`src/shared/rsw_pkg.sv`:
```
/*
 * rsw_pkg: register map, field positions, reset values and timing constants
 * for the reset supervisor and watchdog.
 * assumes a 100 MHz system clock and an AHB-Lite slave with word registers.
 */
package rsw_pkg;

    ////////////////////////////////////////////////////////////////////////////
    // register word indices (printed offsets are not all multiples of four,
    // so each printed offset is an index and the byte address is four times it)
    localparam logic [7:0] WATCHDOG_RELOAD_IDX = 8'hA6;
    localparam logic [7:0] WATCHDOG_KEY_IDX = 8'hAE;
    localparam logic [7:0] POWER_CONTROL_IDX = 8'h87;
    localparam logic [7:0] USB_INTERRUPT_STATUS_IDX = 8'hB0;
    localparam logic [7:0] USB_INTERRUPT_ENABLE_IDX = 8'hB1;
    localparam logic [7:0] RESET_STATUS_IDX = 8'hB2;
    localparam logic [7:0] WATCHDOG_COUNT_IDX = 8'hB3;

    ////////////////////////////////////////////////////////////////////////////
    // field positions and values
    localparam int UNDERVOLTAGE_RESET_DISABLE_BIT = 5;
    localparam int USB_BUS_RESET_ENABLE_BIT = 6;
    localparam int USB_BUS_RESET_FLAG_BIT = 6;
    localparam logic [7:0] WATCHDOG_KEY_DISABLE = 8'h55;
    localparam logic [6:0] WATCHDOG_RELOAD_MAX = 7'h7E;
    localparam logic [7:0] POWER_CONTROL_RESET = 8'h00;
    localparam logic [7:0] USB_INTERRUPT_ENABLE_RESET = 8'h00;
    localparam logic [7:0] WATCHDOG_KEY_RESET = 8'h00;

    ////////////////////////////////////////////////////////////////////////////
    // timing
    localparam int CLK_PERIOD_NS = 10;
    localparam int OSC_PER_MACHINE_CYCLE = 12;
    localparam int MACHINE_CYCLE_CYCLES = OSC_PER_MACHINE_CYCLE;
    localparam int UNDERVOLTAGE_HOLD_MS = 10;
    localparam int UNDERVOLTAGE_HOLD_CYCLES = UNDERVOLTAGE_HOLD_MS * 1000000 / CLK_PERIOD_NS;
    localparam int WATCHDOG_PULSE_LOG2 = 15;
    localparam int WATCHDOG_COUNT_WIDTH = 22;
    localparam int USB_SE0_MIN_SAMPLES = 4;

    typedef enum logic [1:0] {
        RSW_SRC_NONE,
        RSW_SRC_WATCHDOG,
        RSW_SRC_OTHER
    } rsw_src_type;

endpackage

```
`src/rsw_reset_supervisor_watchdog.sv`:
```
/*
 * rsw_reset_supervisor_watchdog: merges the external pin, undervoltage,
 * usb bus reset and watchdog overflow into one internal reset, and holds the
 * watchdog counter, its reload and key registers behind an AHB-Lite slave.
 * assumes all inputs synchronous to hclk; the system oscillator is hclk, so a
 * machine cycle is twelve hclk periods.
 */
// Design decision made here: the AHB-Lite interface to the registers.
module rsw_reset_supervisor_watchdog #(
    parameter int UNDERVOLTAGE_HOLD = rsw_pkg::UNDERVOLTAGE_HOLD_CYCLES,
    parameter int WATCHDOG_PULSE_MC = 1 << rsw_pkg::WATCHDOG_PULSE_LOG2
) (
    input wire logic hclk,
    input wire logic hresetn,
    input wire logic hsel,
    input wire logic [31:0] haddr,
    input wire logic [1:0] htrans,
    input wire logic hwrite,
    input wire logic [2:0] hsize,
    input wire logic [31:0] hwdata,
    input wire logic hready,
    output logic [31:0] hrdata,
    output logic hreadyout,
    output logic hresp,
    input wire logic ext_reset_n,
    input wire logic supply_low,
    input wire logic usb_se0,
    output logic cpu_reset,
    output logic companion_reset_n
);

    localparam int CW = rsw_pkg::WATCHDOG_COUNT_WIDTH;

    ////////////////////////////////////////////////////////////////////////////
    // whole state of the block in one struct
    typedef struct packed {
        logic wr_pend;
        logic rd_pend;
        logic [7:0] idx;
        logic [31:0] rdata;
        logic [7:0] power_control;
        logic [7:0] usb_enable;
        logic usb_flag;
        logic [3:0] se0_count;
        logic usb_reset;
        logic [7:0] key;
        logic wdog_en;
        logic [CW-1:0] wdog_count;
        logic [3:0] mc_div;
        logic wdog_reset;
        logic [15:0] wdog_hold;
        logic uv_reset;
        logic [31:0] uv_hold;
        logic [2:0] cause;
        logic int_reset;
    } rsw_state_type;

    rsw_state_type s_q;
    rsw_state_type s_d;

    // word index from a byte address; misaligned or high addresses miss
    function automatic logic [8:0] rsw_word_index(input logic [31:0] a);
        if (a[1:0] != 2'b00 || a[31:10] != 22'h0)
            return 9'h100;
        return {1'b0, a[9:2]};
    endfunction

    ////////////////////////////////////////////////////////////////////////////
    // next-state logic
    always_comb begin
        logic mc_tick;
        logic [6:0] rv;
        logic any_src;
        logic [8:0] widx;
        widx = rsw_word_index(haddr);
        mc_tick = 1'b0;
        rv = 7'h00;
        any_src = 1'b0;
        s_d = s_q;
        s_d.wr_pend = 1'b0;
        s_d.rd_pend = 1'b0;

        // ahb address phase: capture index; read data formed now for next phase
        if (hsel && hready && htrans[1]) begin
            s_d.idx = widx[7:0];
            s_d.wr_pend = hwrite && !widx[8];
            s_d.rd_pend = !hwrite;
            s_d.rdata = 32'h0;
            if (!widx[8]) begin
                case (widx[7:0])
                    rsw_pkg::WATCHDOG_KEY_IDX: s_d.rdata = {24'h0, s_q.key};
                    rsw_pkg::POWER_CONTROL_IDX: s_d.rdata = {24'h0, s_q.power_control};
                    rsw_pkg::USB_INTERRUPT_ENABLE_IDX: s_d.rdata = {24'h0, s_q.usb_enable};
                    rsw_pkg::USB_INTERRUPT_STATUS_IDX:
                        s_d.rdata = 32'(s_q.usb_flag) << rsw_pkg::USB_BUS_RESET_FLAG_BIT;
                    rsw_pkg::RESET_STATUS_IDX: s_d.rdata = {28'h0, s_q.wdog_en, s_q.cause};
                    rsw_pkg::WATCHDOG_COUNT_IDX: s_d.rdata = 32'(s_q.wdog_count);
                    default: s_d.rdata = 32'h0; // reload reads zero, unmapped reads zero
                endcase
            end
        end

        if (usb_se0) begin
            if (s_q.se0_count != 4'hF)
                s_d.se0_count = s_q.se0_count + 4'h1;
        end else begin
            s_d.se0_count = 4'h0;
        end
        // flag set wins over a clearing write in the same cycle
        if (s_q.se0_count == 4'(rsw_pkg::USB_SE0_MIN_SAMPLES - 1) && usb_se0)
            s_d.usb_reset = 1'b1;
        else if (!usb_se0)
            s_d.usb_reset = 1'b0;

        // ahb data phase writes (word index known from address phase)
        if (s_q.wr_pend) begin
            case (s_q.idx)
                rsw_pkg::POWER_CONTROL_IDX: s_d.power_control = hwdata[7:0];
                rsw_pkg::USB_INTERRUPT_ENABLE_IDX: s_d.usb_enable = hwdata[7:0];
                rsw_pkg::USB_INTERRUPT_STATUS_IDX: begin
                    // write one to clear
                    if (hwdata[rsw_pkg::USB_BUS_RESET_FLAG_BIT])
                        s_d.usb_flag = 1'b0;
                end
                rsw_pkg::WATCHDOG_KEY_IDX: begin
                    s_d.key = hwdata[7:0];
                    s_d.wdog_en = (hwdata[7:0] != rsw_pkg::WATCHDOG_KEY_DISABLE);
                end
                default: s_d.key = s_d.key;
            endcase
        end
        if (s_d.usb_reset && !s_q.usb_reset)
            s_d.usb_flag = 1'b1;

        // machine cycle prescaler, runs in idle too
        if (s_q.mc_div == 4'(rsw_pkg::MACHINE_CYCLE_CYCLES - 1)) begin
            s_d.mc_div = 4'h0;
            mc_tick = 1'b1;
        end else begin
            s_d.mc_div = s_q.mc_div + 4'h1;
        end

        if (s_q.wdog_en && mc_tick && !s_q.wdog_reset) begin
            s_d.wdog_count = s_q.wdog_count + 22'h1;
            if (s_q.wdog_count == {CW{1'b1}}) begin
                s_d.wdog_reset = 1'b1;
                s_d.wdog_hold = 16'h0;
            end
        end
        // reload write loads upper seven bits
        rv = hwdata[6:0];
        if (s_q.wr_pend && s_q.idx == rsw_pkg::WATCHDOG_RELOAD_IDX) begin
            // 7Fh out of range ignored; zero clears all
            if (rv <= rsw_pkg::WATCHDOG_RELOAD_MAX)
                s_d.wdog_count = {rv, 15'h0};
        end

        // watchdog reset pulse length in machine cycles
        if (s_q.wdog_reset && mc_tick) begin
            if (s_q.wdog_hold == 16'(WATCHDOG_PULSE_MC - 1))
                s_d.wdog_reset = 1'b0;
            else
                s_d.wdog_hold = s_q.wdog_hold + 16'h1;
        end

        // undervoltage hold after recovery; always clocked
        // bit 5 of power control disables it
        if (supply_low && !s_q.power_control[rsw_pkg::UNDERVOLTAGE_RESET_DISABLE_BIT]) begin
            s_d.uv_reset = 1'b1;
            s_d.uv_hold = 32'h0;
        end else if (s_q.uv_reset) begin
            if (s_q.uv_hold >= 32'(UNDERVOLTAGE_HOLD - 1))
                s_d.uv_reset = 1'b0;
            else
                s_d.uv_hold = s_q.uv_hold + 32'h1;
        end

        any_src = !ext_reset_n || s_q.uv_reset || s_q.wdog_reset
            || (s_q.usb_reset && s_q.usb_enable[rsw_pkg::USB_BUS_RESET_ENABLE_BIT]);
        s_d.int_reset = any_src;
        if (any_src)
            s_d.cause = {s_q.wdog_reset, s_q.uv_reset, !ext_reset_n};

        // internal reset restores control state, watchdog enabled
        if (s_q.int_reset) begin
            s_d.wdog_en = 1'b1;
            s_d.key = rsw_pkg::WATCHDOG_KEY_RESET;
            s_d.usb_enable = rsw_pkg::USB_INTERRUPT_ENABLE_RESET;
            // the disable bit survives so a disabled monitor stays off
            s_d.power_control = s_q.power_control
                & (8'h1 << rsw_pkg::UNDERVOLTAGE_RESET_DISABLE_BIT);
            if (!s_q.wdog_reset)
                s_d.wdog_count = '0;
            s_d.mc_div = s_d.mc_div;
        end
    end

    ////////////////////////////////////////////////////////////////////////////
    // state register; power-up leaves undervoltage reset enabled
    always_ff @(posedge hclk or negedge hresetn) begin
        if (!hresetn) begin
            s_q <= '0;
            s_q.wdog_en <= 1'b1;
            s_q.power_control <= rsw_pkg::POWER_CONTROL_RESET;
            s_q.int_reset <= 1'b1;
        end else begin
            s_q <= s_d;
        end
    end

    ////////////////////////////////////////////////////////////////////////////
    // outputs straight from flops; slave is zero wait state, always okay
    // internal reset to cpu and active low to companion
    assign cpu_reset = s_q.int_reset;
    assign companion_reset_n = !s_q.int_reset;
    assign hrdata = s_q.rdata;
    assign hreadyout = 1'b1;
    assign hresp = 1'b0;

endmodule

```
`config.mk`:
```
export PLATFORM = sky130hd
export DESIGN_NAME = rsw_reset_supervisor_watchdog
export DESIGN_NICKNAME = d
export VERILOG_FILES = /design/src/shared/rsw_pkg.sv /design/src/rsw_reset_supervisor_watchdog.sv
export SDC_FILE = /design/constraint.sdc
export NUM_CORES = 1
export LEC_CHECK = 0
export ABC_CLOCK_PERIOD_IN_PS = 3300
export BUFFER_PORTS_ARGS = -buffer_cell sky130_fd_sc_hd__buf_2
export CAP_MARGIN = 20
export CELL_PAD_IN_SITES_DETAIL_PLACEMENT = 2
export CELL_PAD_IN_SITES_GLOBAL_PLACEMENT = 2
export CORE_ASPECT_RATIO = 0.5
export CORE_MARGIN = 3
export CORE_UTILIZATION = 38
export DETAILED_ROUTE_END_ITERATION = 8
export GPL_TIMING_DRIVEN = 0
export PLACE_DENSITY_LB_ADDON = 0.3
export SLEW_MARGIN = 20
export SYNTH_ARGS = -nofsm -noshare
export SYNTH_HDL_FRONTEND = slang
export SYNTH_SLANG_ARGS = --single-unit
export TNS_END_PERCENT = 50
```
`constraint.sdc`:
```
create_clock -name hclk -period 3.3 [get_ports hclk]
set_input_delay 0 -clock hclk [delete_from_list [all_inputs] [get_ports hclk]]
set_output_delay 0 -clock hclk [all_outputs]
set_load 0.05 [all_outputs]
```
; Yosys cells after proc, flatten, opt, wreduce, memory -nomap -nowiden
; Index checks and enable logic that the tools add are counted.
[op_classes]
n_reduce_logical = 38
add_sub_neg = 5
n_mux = 36
n_eq_ne = 19
order_cmp = 2
bitwise_logic = 1
[ops]
columns = operator, count
row1 = case mux 22 bit (6 select lines), 1
row2 = two-way mux 22 bit, 5
row3 = equality test 8 bit (second input constant), 11
row4 = two-way mux 17 bit, 4
row5 = two-way mux 33 bit, 2
row6 = two-way mux 42 bit, 1
row7 = two-way mux 35 bit, 1
row8 = adder 32 x 1 -> 32 bit (second input constant), 1
row9 = greater-or-equal comparator 32 x 20 -> 1 bit (second input constant), 1
row10 = two-way mux 16 bit, 2
row11 = two-way mux 32 bit, 1
row12 = two-way mux 9 bit, 3
row13 = two-way mux 8 bit, 3
row14 = adder 22 x 1 -> 22 bit (second input constant), 1
row15 = equality test 22 bit (second input constant), 1
row16 = nonzero test 22 bit, 1
row17 = nonzero test 2 bit, 9
row18 = adder 16 x 1 -> 16 bit (second input constant), 1
row19 = equality test 16 x 15 -> 1 bit (second input constant), 1
row20 = two-way mux 4 bit, 3
row21 = logical AND 1 bit, 11
row22 = two-way mux 1 bit, 10
row23 = adder 4 x 1 -> 4 bit (second input constant), 2
row24 = inequality test 8 x 7 -> 1 bit (second input constant), 1
row25 = other kinds (11), 24
[word_totals]
register_bits = 152
inputBits = 77
elab_cells = 120

; Logic depth before layout (Yosys ltp)
; Gate-level depths: netlist of run 1.
[logic_depth]
depth_word = 9
mapped_depth = 8
mapped_depth_nobuf = 6

; Worst setup path after synthesis of run 1
; Ideal clock, no wire load.
[synth_path]
kind = flip-flop to flip-flop
from = register s_q[54] (netlist bit)
to = register s_q[52] (netlist bit)
setup_ns = 0.121
slack_ns = 1.434
n_path_buf = 0
stages_incl_launch_ff = 7
arrival_time_ns = 1.745
period_less_slack_ns = 1.866
cell_sequence = dfrtp_1 -> ha_1 -> nand4b_1 -> or4_1 -> nor3_1 -> mux2i_1 -> nor2_1
[synth_rtl]
columns = element, line
row1 = "start, declared", rsw_reset_supervisor_watchdog.sv:58  ; rsw_state_type s_q;

==> impl_metrics.csv, run 1 <==
group,metric,value,unit
routing,total_number_of_vias,6203,
global_routing,groute.usage.overall,25.1,%
routing,remaining_drc_errors,0,
yosys,synth.cell_area,7070,µm²
floorplan,rows,34,
timing,grt_setup_unrepaired,"false",
pwr,power_density_cells,465,nW/µm²
pwr,cellLeakagePower,0.00398,µW
yosys,synth_enable_flop_cells,0,
clock_network,cts_tree,"yes",
floorplan,die-width,199,µm
final_layout,drive_gt1_share,19.7,%
clock_network,clkSlewWorstSetupHoldPaths,70,ps
clock_network,numClockSinks,142,
yosys,asyncSetResetFlopFracSynth,100,%
worst_hold_path,hp-class,"in2async",
routing,detail_route.wirelength,24.5,mm
floorplan,die_area,20400,µm²
floorplan,die_y,102,µm
flow_run,max_cap_violations,0,
clock_network,clock_tree.root_cell,"sky130_fd_sc_hd__clkbuf_16",
clock_network,total_cts_buffers,17,
yosys,post_synth.cell_area_avg,9.84,µm²
timing,max_freq,398,MHz
global_routing,antenna_found_initial,0,
critical_path,reg2regPathDepth,6,
critical_path,timing.critical_path.required,3580,ps
routing,detailedRoute.firstIterationViolations,288,
critical_path,timing.critical_path.fanout_max,9,
critical_path,worst_ep_arrival_time,2800,ps
timing,final.period_utilization,76.2,%
clock_network,cts_post_setup_buffers_inserted,0,
routing,post_drt_via_cell_ratio,5.70,
placement,placed_cells_incl_taps,1035,
timing,slew_viol_final,0,
timing,skew,10.3,ps
yosys,synth-warning-count,0,
timing,post_route_setup_tns,0,ps
status,run_status,"completed",
clock_network,clock_tree.htree_level_count,4,
placement,dpl.hpwl,15.6,mm
critical_path,cp_class,"reg2reg",
timing,number_of_failing_hold_endpoints_at_the_final_stage,0,
floorplan,initial_utilization,39.8,%
yosys,postSynthRegisterBits,142,
global_routing,first_pass_grt_wire_length,39.3,mm
timing,finalSetupViolCount,0,
timing,tightestPinTransition,961,ps
yosys,synth-seq-area-share,50.3,%
yosys,ys_types,59,
final_layout,antennaDiodeCount,0,
yosys,yosys_most_used_dff,"sky130_fd_sc_hd__dfrtp_1",
placement,number_of_buffers_inserted_by_port_buffering,71,
timing,max_slew_margin,35.8,%
critical_path,worst_setup_path_end_kind,"flop",
yosys,synth_cells,719,
final_layout,synthToLayoutAreaGrowth,22.0,%
timing,fin_crit,2510,ps
critical_path,startpoint_type,"flop",
clock_network,number_of_gates_resized_after_cts,0,
global_routing,first_global_vias,7083,
global_routing,grt.overflow.total,0,
routing,ant_nets,0,
floorplan,ioPinCount,113,
placement,gp_congestion,0.761,
floorplan,coreArea,17800,µm²
clock_network,cts_buffer_depth,2,
global_routing,largest_net_degree_at_the_start_of_global_routing,97,
pwr,vdd.ir_drop.worst,407,µV
final_layout,finish.cell_count_without_fillers,1088,
final_layout,finish.net_count,923,
routing,drt_first_pass_iters,4,
routing,mean_routed_wirelength_per_cell,22.5,µm
clock_network,clk_latency,430,ps
[final timing paths]
| path | startpoint | to | slack, ps |
|---|---|---|---|
| worst max-delay path | s_q[54] | s_q[79] | 790 |
| worst min-delay path | hresetn | hrdata[12] | 70 |
| worst max register to register | s_q[54] | s_q[79] | 790 |
| worst min register to register | s_q[54] | s_q[54] | 500 |
| max in group asynchronous | hresetn | s_q[13] | 2410 |
| min in group hclk | ext_reset_n | s_q[1] | 280 |
[final cells by class]
cell class	instances	area, µm²
multi-input combinational	505	3110
inverter	21	78.8
buffer	61	383
sequential	142	3560
timing repair buffer	93	603
clock inverter	14	183
fill	1886	9150
clock buffer	18	429
tap	234	293
[cell usage after synthesis (all sizes together) (2+ instances only)]
cell	n	area (µm²)
o21ai	31	155
buf	44	319
or2	3	18.8
nand2	66	248
nor3	10	55.1
a22oi	3	22.5
xnor2	13	114
ha	5	62.6
a221o	5	50.1
nand3b	2	15.0
or4	4	33.8
nor3b	3	27.5
a21oi	39	199
inv	21	78.8
o211ai	2	15.0
mux2i	29	290
a211oi	4	30.0
nand4b	2	17.5
nor4	15	100
and2	5	31.3
xor2	17	149
dfrtp	140	3500
o21a	4	30.0
a22o	25	219
a31oi	2	12.5
nor2b	2	12.5
clkbuf	17	63.8
and3	21	133
dfstp	2	52.6
nor2	64	240
nand4	28	175
conb	2	7.51
o2bb2ai	5	43.8
or3	22	139
mux2	4	45.0
nand4bb	3	33.8
and4	2	17.5
nand3	39	200
nand2b	4	25.0
o22ai	3	18.8
[metal layers]
metal	GRT usage, %	vias to the layer above	routed length (µm)
li1	-	2781	-
met1	29.8	3254	10300
met2	46.5	113	12800
met3	4.22	55	790
met4	9.01	0	567
met5	0	-	0
[cell families after synthesis]
family                     share of synthesized area (%)
AOI/OAI and AO/OA                                   12.0
xor gates and xnor gates                            3.71
adders and majority gates                          0.884
buffers and inverters                               6.53
DFF                                                 50.3
muxes                                               4.74
other                                              0.106
and+or+nand+nor                                     21.7
[metrics by stage]
| stage | worst slack (ps) | total power, µW | instance area (µm²) | util (%) | hold WS, ps |
|---|---|---|---|---|---|
| floorplan | 1430 | 1870 | 7110 | - | -296 |
| global placement | 122 | 1960 | 7760 | 43.6 | 186 |
| detailed placement | 935 | 1970 | 7800 | 43.8 | -68.3 |
| CTS | 804 | 4040 | 8620 | 48.5 | 76.1 |
| global route | 533 | 4130 | 8630 | 48.5 | 88.1 |
| finish | 785 | 4020 | 8630 | 48.5 | 66.3 |
[what timing repair did]
item / CTS / global route
hold endpoints to repair: 183 / 0
hold buffers: 21 / 0
setup endpoints to repair: 0 / 0
[sequential cells by signal, indices dropped and copies added (netlist names)]
name       flops
hrdata        22
s_q          119
cpu_reset      1
[critical path, stage by stage (launching register included)]
cell                       delay, ps
sky130_fd_sc_hd__dfrtp_1         390
sky130_fd_sc_hd__ha_1            240
sky130_fd_sc_hd__nand3b_1        270
sky130_fd_sc_hd__nor4_2          890
sky130_fd_sc_hd__nand3_1         240
sky130_fd_sc_hd__xor2_1          220
sky130_fd_sc_hd__a21oi_1         100
[report_power, final]
group	total (µW)	switching [µW]	leakage (µW)	internal, µW
combinational	206	134	0.00174	71.3
clock	2050	845	0.000289	1210
sequential	1760	9.62	0.00195	1750
[layout by cell type (no fill, tap or decap), drive strengths merged, types with 4 or more instances in the layout]
cell and count:
a22o 25, conb 12, inv 26, and2 5, a221o 5, or3 22, o21ai 31, xor2 17
nor2 64, dlygate4sd3 21, xnor2 13, o2bb2ai 5, a211oi 4, o21a 4, nand2b 4, nand3 39
nand2 66, ha 5, clkbuf 35, mux2i 29, a21oi 39, buf 116, or4 4, mux2 4
dfrtp 140, nor4 15, nor3 10, nand4 28, and3 21
No activity file was read; power rests on OpenSTA's default activity.
==> inputs of run 2 (changes only) <==
- ABC_AREA: default -> 1
- ABC_CLOCK_PERIOD_IN_PS: 3300 -> 2500
- CORE_UTILIZATION: 38 -> 34
- clock period: 3.3 -> 2.5 ns (I/O delays scaled with it)
==> run 2 against run 1 <==
Worst hold slack got worse by 37 ps. Routed wire length increased by 7.7%. Final cell count increased by 26%. Via count increased by 12%. Synthesized cell count increased by 31%. Non-clock buffer count decreased by 12. Area after synthesis increased by 8.3%. First-iteration DRC count increased by 22%. Setup slack got worse by 560 ps. Critical path depth increased by 1. Die area increased by 20%. Critical path type unchanged. Critical endpoint is now s_q[98].
==> impl_metrics.csv, run 2 <==
group,metric,value,unit
timing,grt_setup_unrepaired,"false",
routing,drt_first_pass_iters,5,
routing,post_drt_via_cell_ratio,5.07,
yosys,synth.cell_area,7660,µm²
floorplan,die-width,218,µm
placement,placed_cell_area,8470,µm²
yosys,dominant_cell_by_count_in_the_synthesized_netlist,"sky130_fd_sc_hd__nand2_1",
yosys,synth-warning-count,0,
placement,dpl.hpwl,18.3,mm
final_layout,final_area,9210,µm²
routing,detail_route.wirelength,26.4,mm
global_routing,first_global_vias,7945,
yosys,synth_largest_area_cell,"sky130_fd_sc_hd__dfrtp_1",
pwr,power.total,5120,µW
timing,max_freq,440,MHz
timing,slew_viol_final,0,
final_layout,drive_gt1_share,19.0,%
timing,fin_crit,2270,ps
critical_path,cp_class,"reg2reg",
global_routing,groute.usage.overall,22.5,%
worst_hold_path,hp-class,"in2reg",
yosys,ys_types,49,
global_routing,first_pass_grt_wire_length,43.3,mm
critical_path,startpoint_type,"flop",
yosys,synth.cells.most_frequent,"sky130_fd_sc_hd__nand2_1, sky130_fd_sc_hd__dfrtp_1, sky130_fd_sc_hd__inv_1",
final_layout,finish.net_count,1142,
floorplan,rows,38,
yosys,yosysTopAreaCellShare,45.8,%
placement,number_of_buffers_inserted_by_port_buffering,72,
clock_network,clock_tree.root_cell,"sky130_fd_sc_hd__clkbuf_16",
routing,detailedRoute.firstIterationViolations,352,
clock_network,cts_buffer_depth,2,
placement,placed_cells_incl_taps,1324,
yosys,synth_cells,941,
critical_path,worst_ep_arrival_time,2590,ps
clock_network,cts_tree,"yes",
yosys,post_synth.cell_area_avg,8.14,µm²
routing,ant_nets,0,
timing,finalSetupViolCount,0,
critical_path,timing.critical_path.fanout_max,5,
yosys,synthTopCellsByArea,"sky130_fd_sc_hd__dfrtp_1, sky130_fd_sc_hd__nand2_1, sky130_fd_sc_hd__nand3_1",
final_layout,postLayoutCoreUtil,42.1,%
floorplan,ioPinCount,113,
clock_network,clock_tree.htree_level_count,4,
final_layout,biggest_register,"s_q",
final_layout,antennaDiodeCount,0,
timing,tightestPinTransition,859,ps
final_layout,final_cell_mix,"sky130_fd_sc_hd__nand2_1, sky130_fd_sc_hd__dfrtp_1, sky130_fd_sc_hd__inv_1",
global_routing,grt.overflow.total,0,
global_routing,antenna_found_initial,0,
yosys,synth_enable_flop_cells,0,
floorplan,coreArea,21900,µm²
critical_path,reg2regPathDepth,7,
global_routing,largest_net_degree_at_the_start_of_global_routing,77,
routing,total_number_of_vias,6957,
final_layout,finish.cell_count_without_fillers,1373,
final_layout,synthToLayoutAreaGrowth,20.3,%
yosys,synth-seq-area-share,46.4,%
floorplan,initial_utilization,35.0,%
clock_network,clk_latency,430,ps
critical_path,worstReg2RegStart,"s_q[149]",
final_layout,largest_register_ff_count,119,
worst_hold_path,hold-path-cell-count,3,
pwr,cellLeakagePower,0.00437,µW
timing,setup_slack,227,ps
timing,final.period_utilization,90.9,%
timing,max_slew_margin,42.3,%
global_routing,top_usage_layer,"met2",
global_routing,grtUsageMet2,40.4,%
global_routing,grt.met1_usage,27.9,%
yosys,postSynthRegisterBits,142,
worst_hold_path,min_to,"s_q[146]",
critical_path,timing.critical_path.required,2810,ps
flow_run,max_cap_violations,0,
critical_path,reg2reg_setup_slack,230,ps
placement,gp_congestion,0.807,
status,run_status,"completed",
yosys,asyncSetResetFlopFracSynth,100,%
global_routing,gr-usage-met3,4.65,%
placement,place_ws,150,ps
critical_path,r2r-end,"s_q[98]",
clock_network,clkSlewWorstSetupHoldPaths,70,ps
yosys,yosys_most_used_dff,"sky130_fd_sc_hd__dfrtp_1",
floorplan,die_y,112,µm
worst_hold_path,min_from,"haddr[5]",
timing,number_of_failing_hold_endpoints_at_the_final_stage,0,
clock_network,numClockSinks,142,
floorplan,die_area,24500,µm²
routing,mean_routed_wirelength_per_cell,19.2,µm
pwr,vdd.ir_drop.worst,368,µV
routing,remaining_drc_errors,0,
pwr,power_density_cells,556,nW/µm²
final_layout,layout.cells.most_common,"sky130_fd_sc_hd__nand2_1",
critical_path,worst_setup_path_end_kind,"flop",
clock_network,total_cts_buffers,17,
timing,skew,8.57,ps
[run 2: cell count changes after synthesis, sizes merged, moves of 25 or more]
cell   delta
nand2   +129
inv      +91
nand3    +64
nor2     +54
o21ai    +50
mux2i    -26
a22o     -25
[run 2: how the worst max path moves through the flow]
stage              end  slack (ps)  cells after the start  startpoint
6_report       s_q[98]         230                      7    s_q[149]
5_1_grt        s_q[18]          10                     13      s_q[4]
4_1_cts        s_q[18]         110                     13      s_q[4]
3_5_place_dp   s_q[18]         150                     13      s_q[4]
3_3_place_gp    s_q[8]        -760                      1     hresetn
2_1_floorplan  s_q[11]         690                     13      s_q[4]
[run 2: cells by family (layout without fill, tap and decap cells)]
logic type | after synthesis | after routing | synth area share (%)
compound gates | 136 | 136 | 10.1
simple gates | 465 | 465 | 29.2
flops | 142 | 142 | 46.4
xor+xnor | 22 | 22 | 2.52
mux | 3 | 3 | 0.392
fa+ha+maj | 5 | 5 | 0.817
other cells | 2 | 12 | 0.0981
buf+inv | 166 | 288 | 10.4
[run 2: metal layers]
metal  routed length [µm]  share of wire (%)  vias up
met2                13400                 51      117
met1                11700                 44     3537
met4                  335                1.3        0
met5                    0                  0        -
li1                     -                  -     3274
met3                  969                3.7       29
[run 2: critical path, cell delays in order (launching register included)]
cell	delay, ps
sky130_fd_sc_hd__dfrtp_1	360
sky130_fd_sc_hd__inv_1	80
sky130_fd_sc_hd__nand2_1	90
sky130_fd_sc_hd__nor2_1	170
sky130_fd_sc_hd__nand4_1	160
sky130_fd_sc_hd__nor3_1	690
sky130_fd_sc_hd__inv_1	250
sky130_fd_sc_hd__o41ai_1	340
[run 2: layout make-up]
type | count | area, µm²
tap | 300 | 375
multi-input combinational | 643 | 3350
fill | 2501 | 12700
inverter | 114 | 428
clock inverter | 13 | 114
clock buffer | 19 | 453
buffer | 52 | 370
timing repair buffer | 90 | 568
sequential | 142 | 3560
[run 2: per-stage QoR]
step                setup TNS, ps  hold slack (ps)
finish                          0             29.7
global route                    0             28.4
CTS                             0             14.4
detailed placement              0            -5.46
global placement          -103800              202
floorplan                       0             -296
[run 2: where the power goes]
group | leakage (µW) | switching [µW] | internal, µW
Sequential | 0.00195 | 12.1 | 2310
Clock | 0.000268 | 1110 | 1420
Combinational | 0.00216 | 178 | 84.7
[run 2: repair_timing]
item,4_1_cts,5_1_grt
setup buffers,0,0
hold buffers,17,0
gates resized for setup,0,3
endpoints found under the setup margin,0,15
hold endpoints to repair,100,0
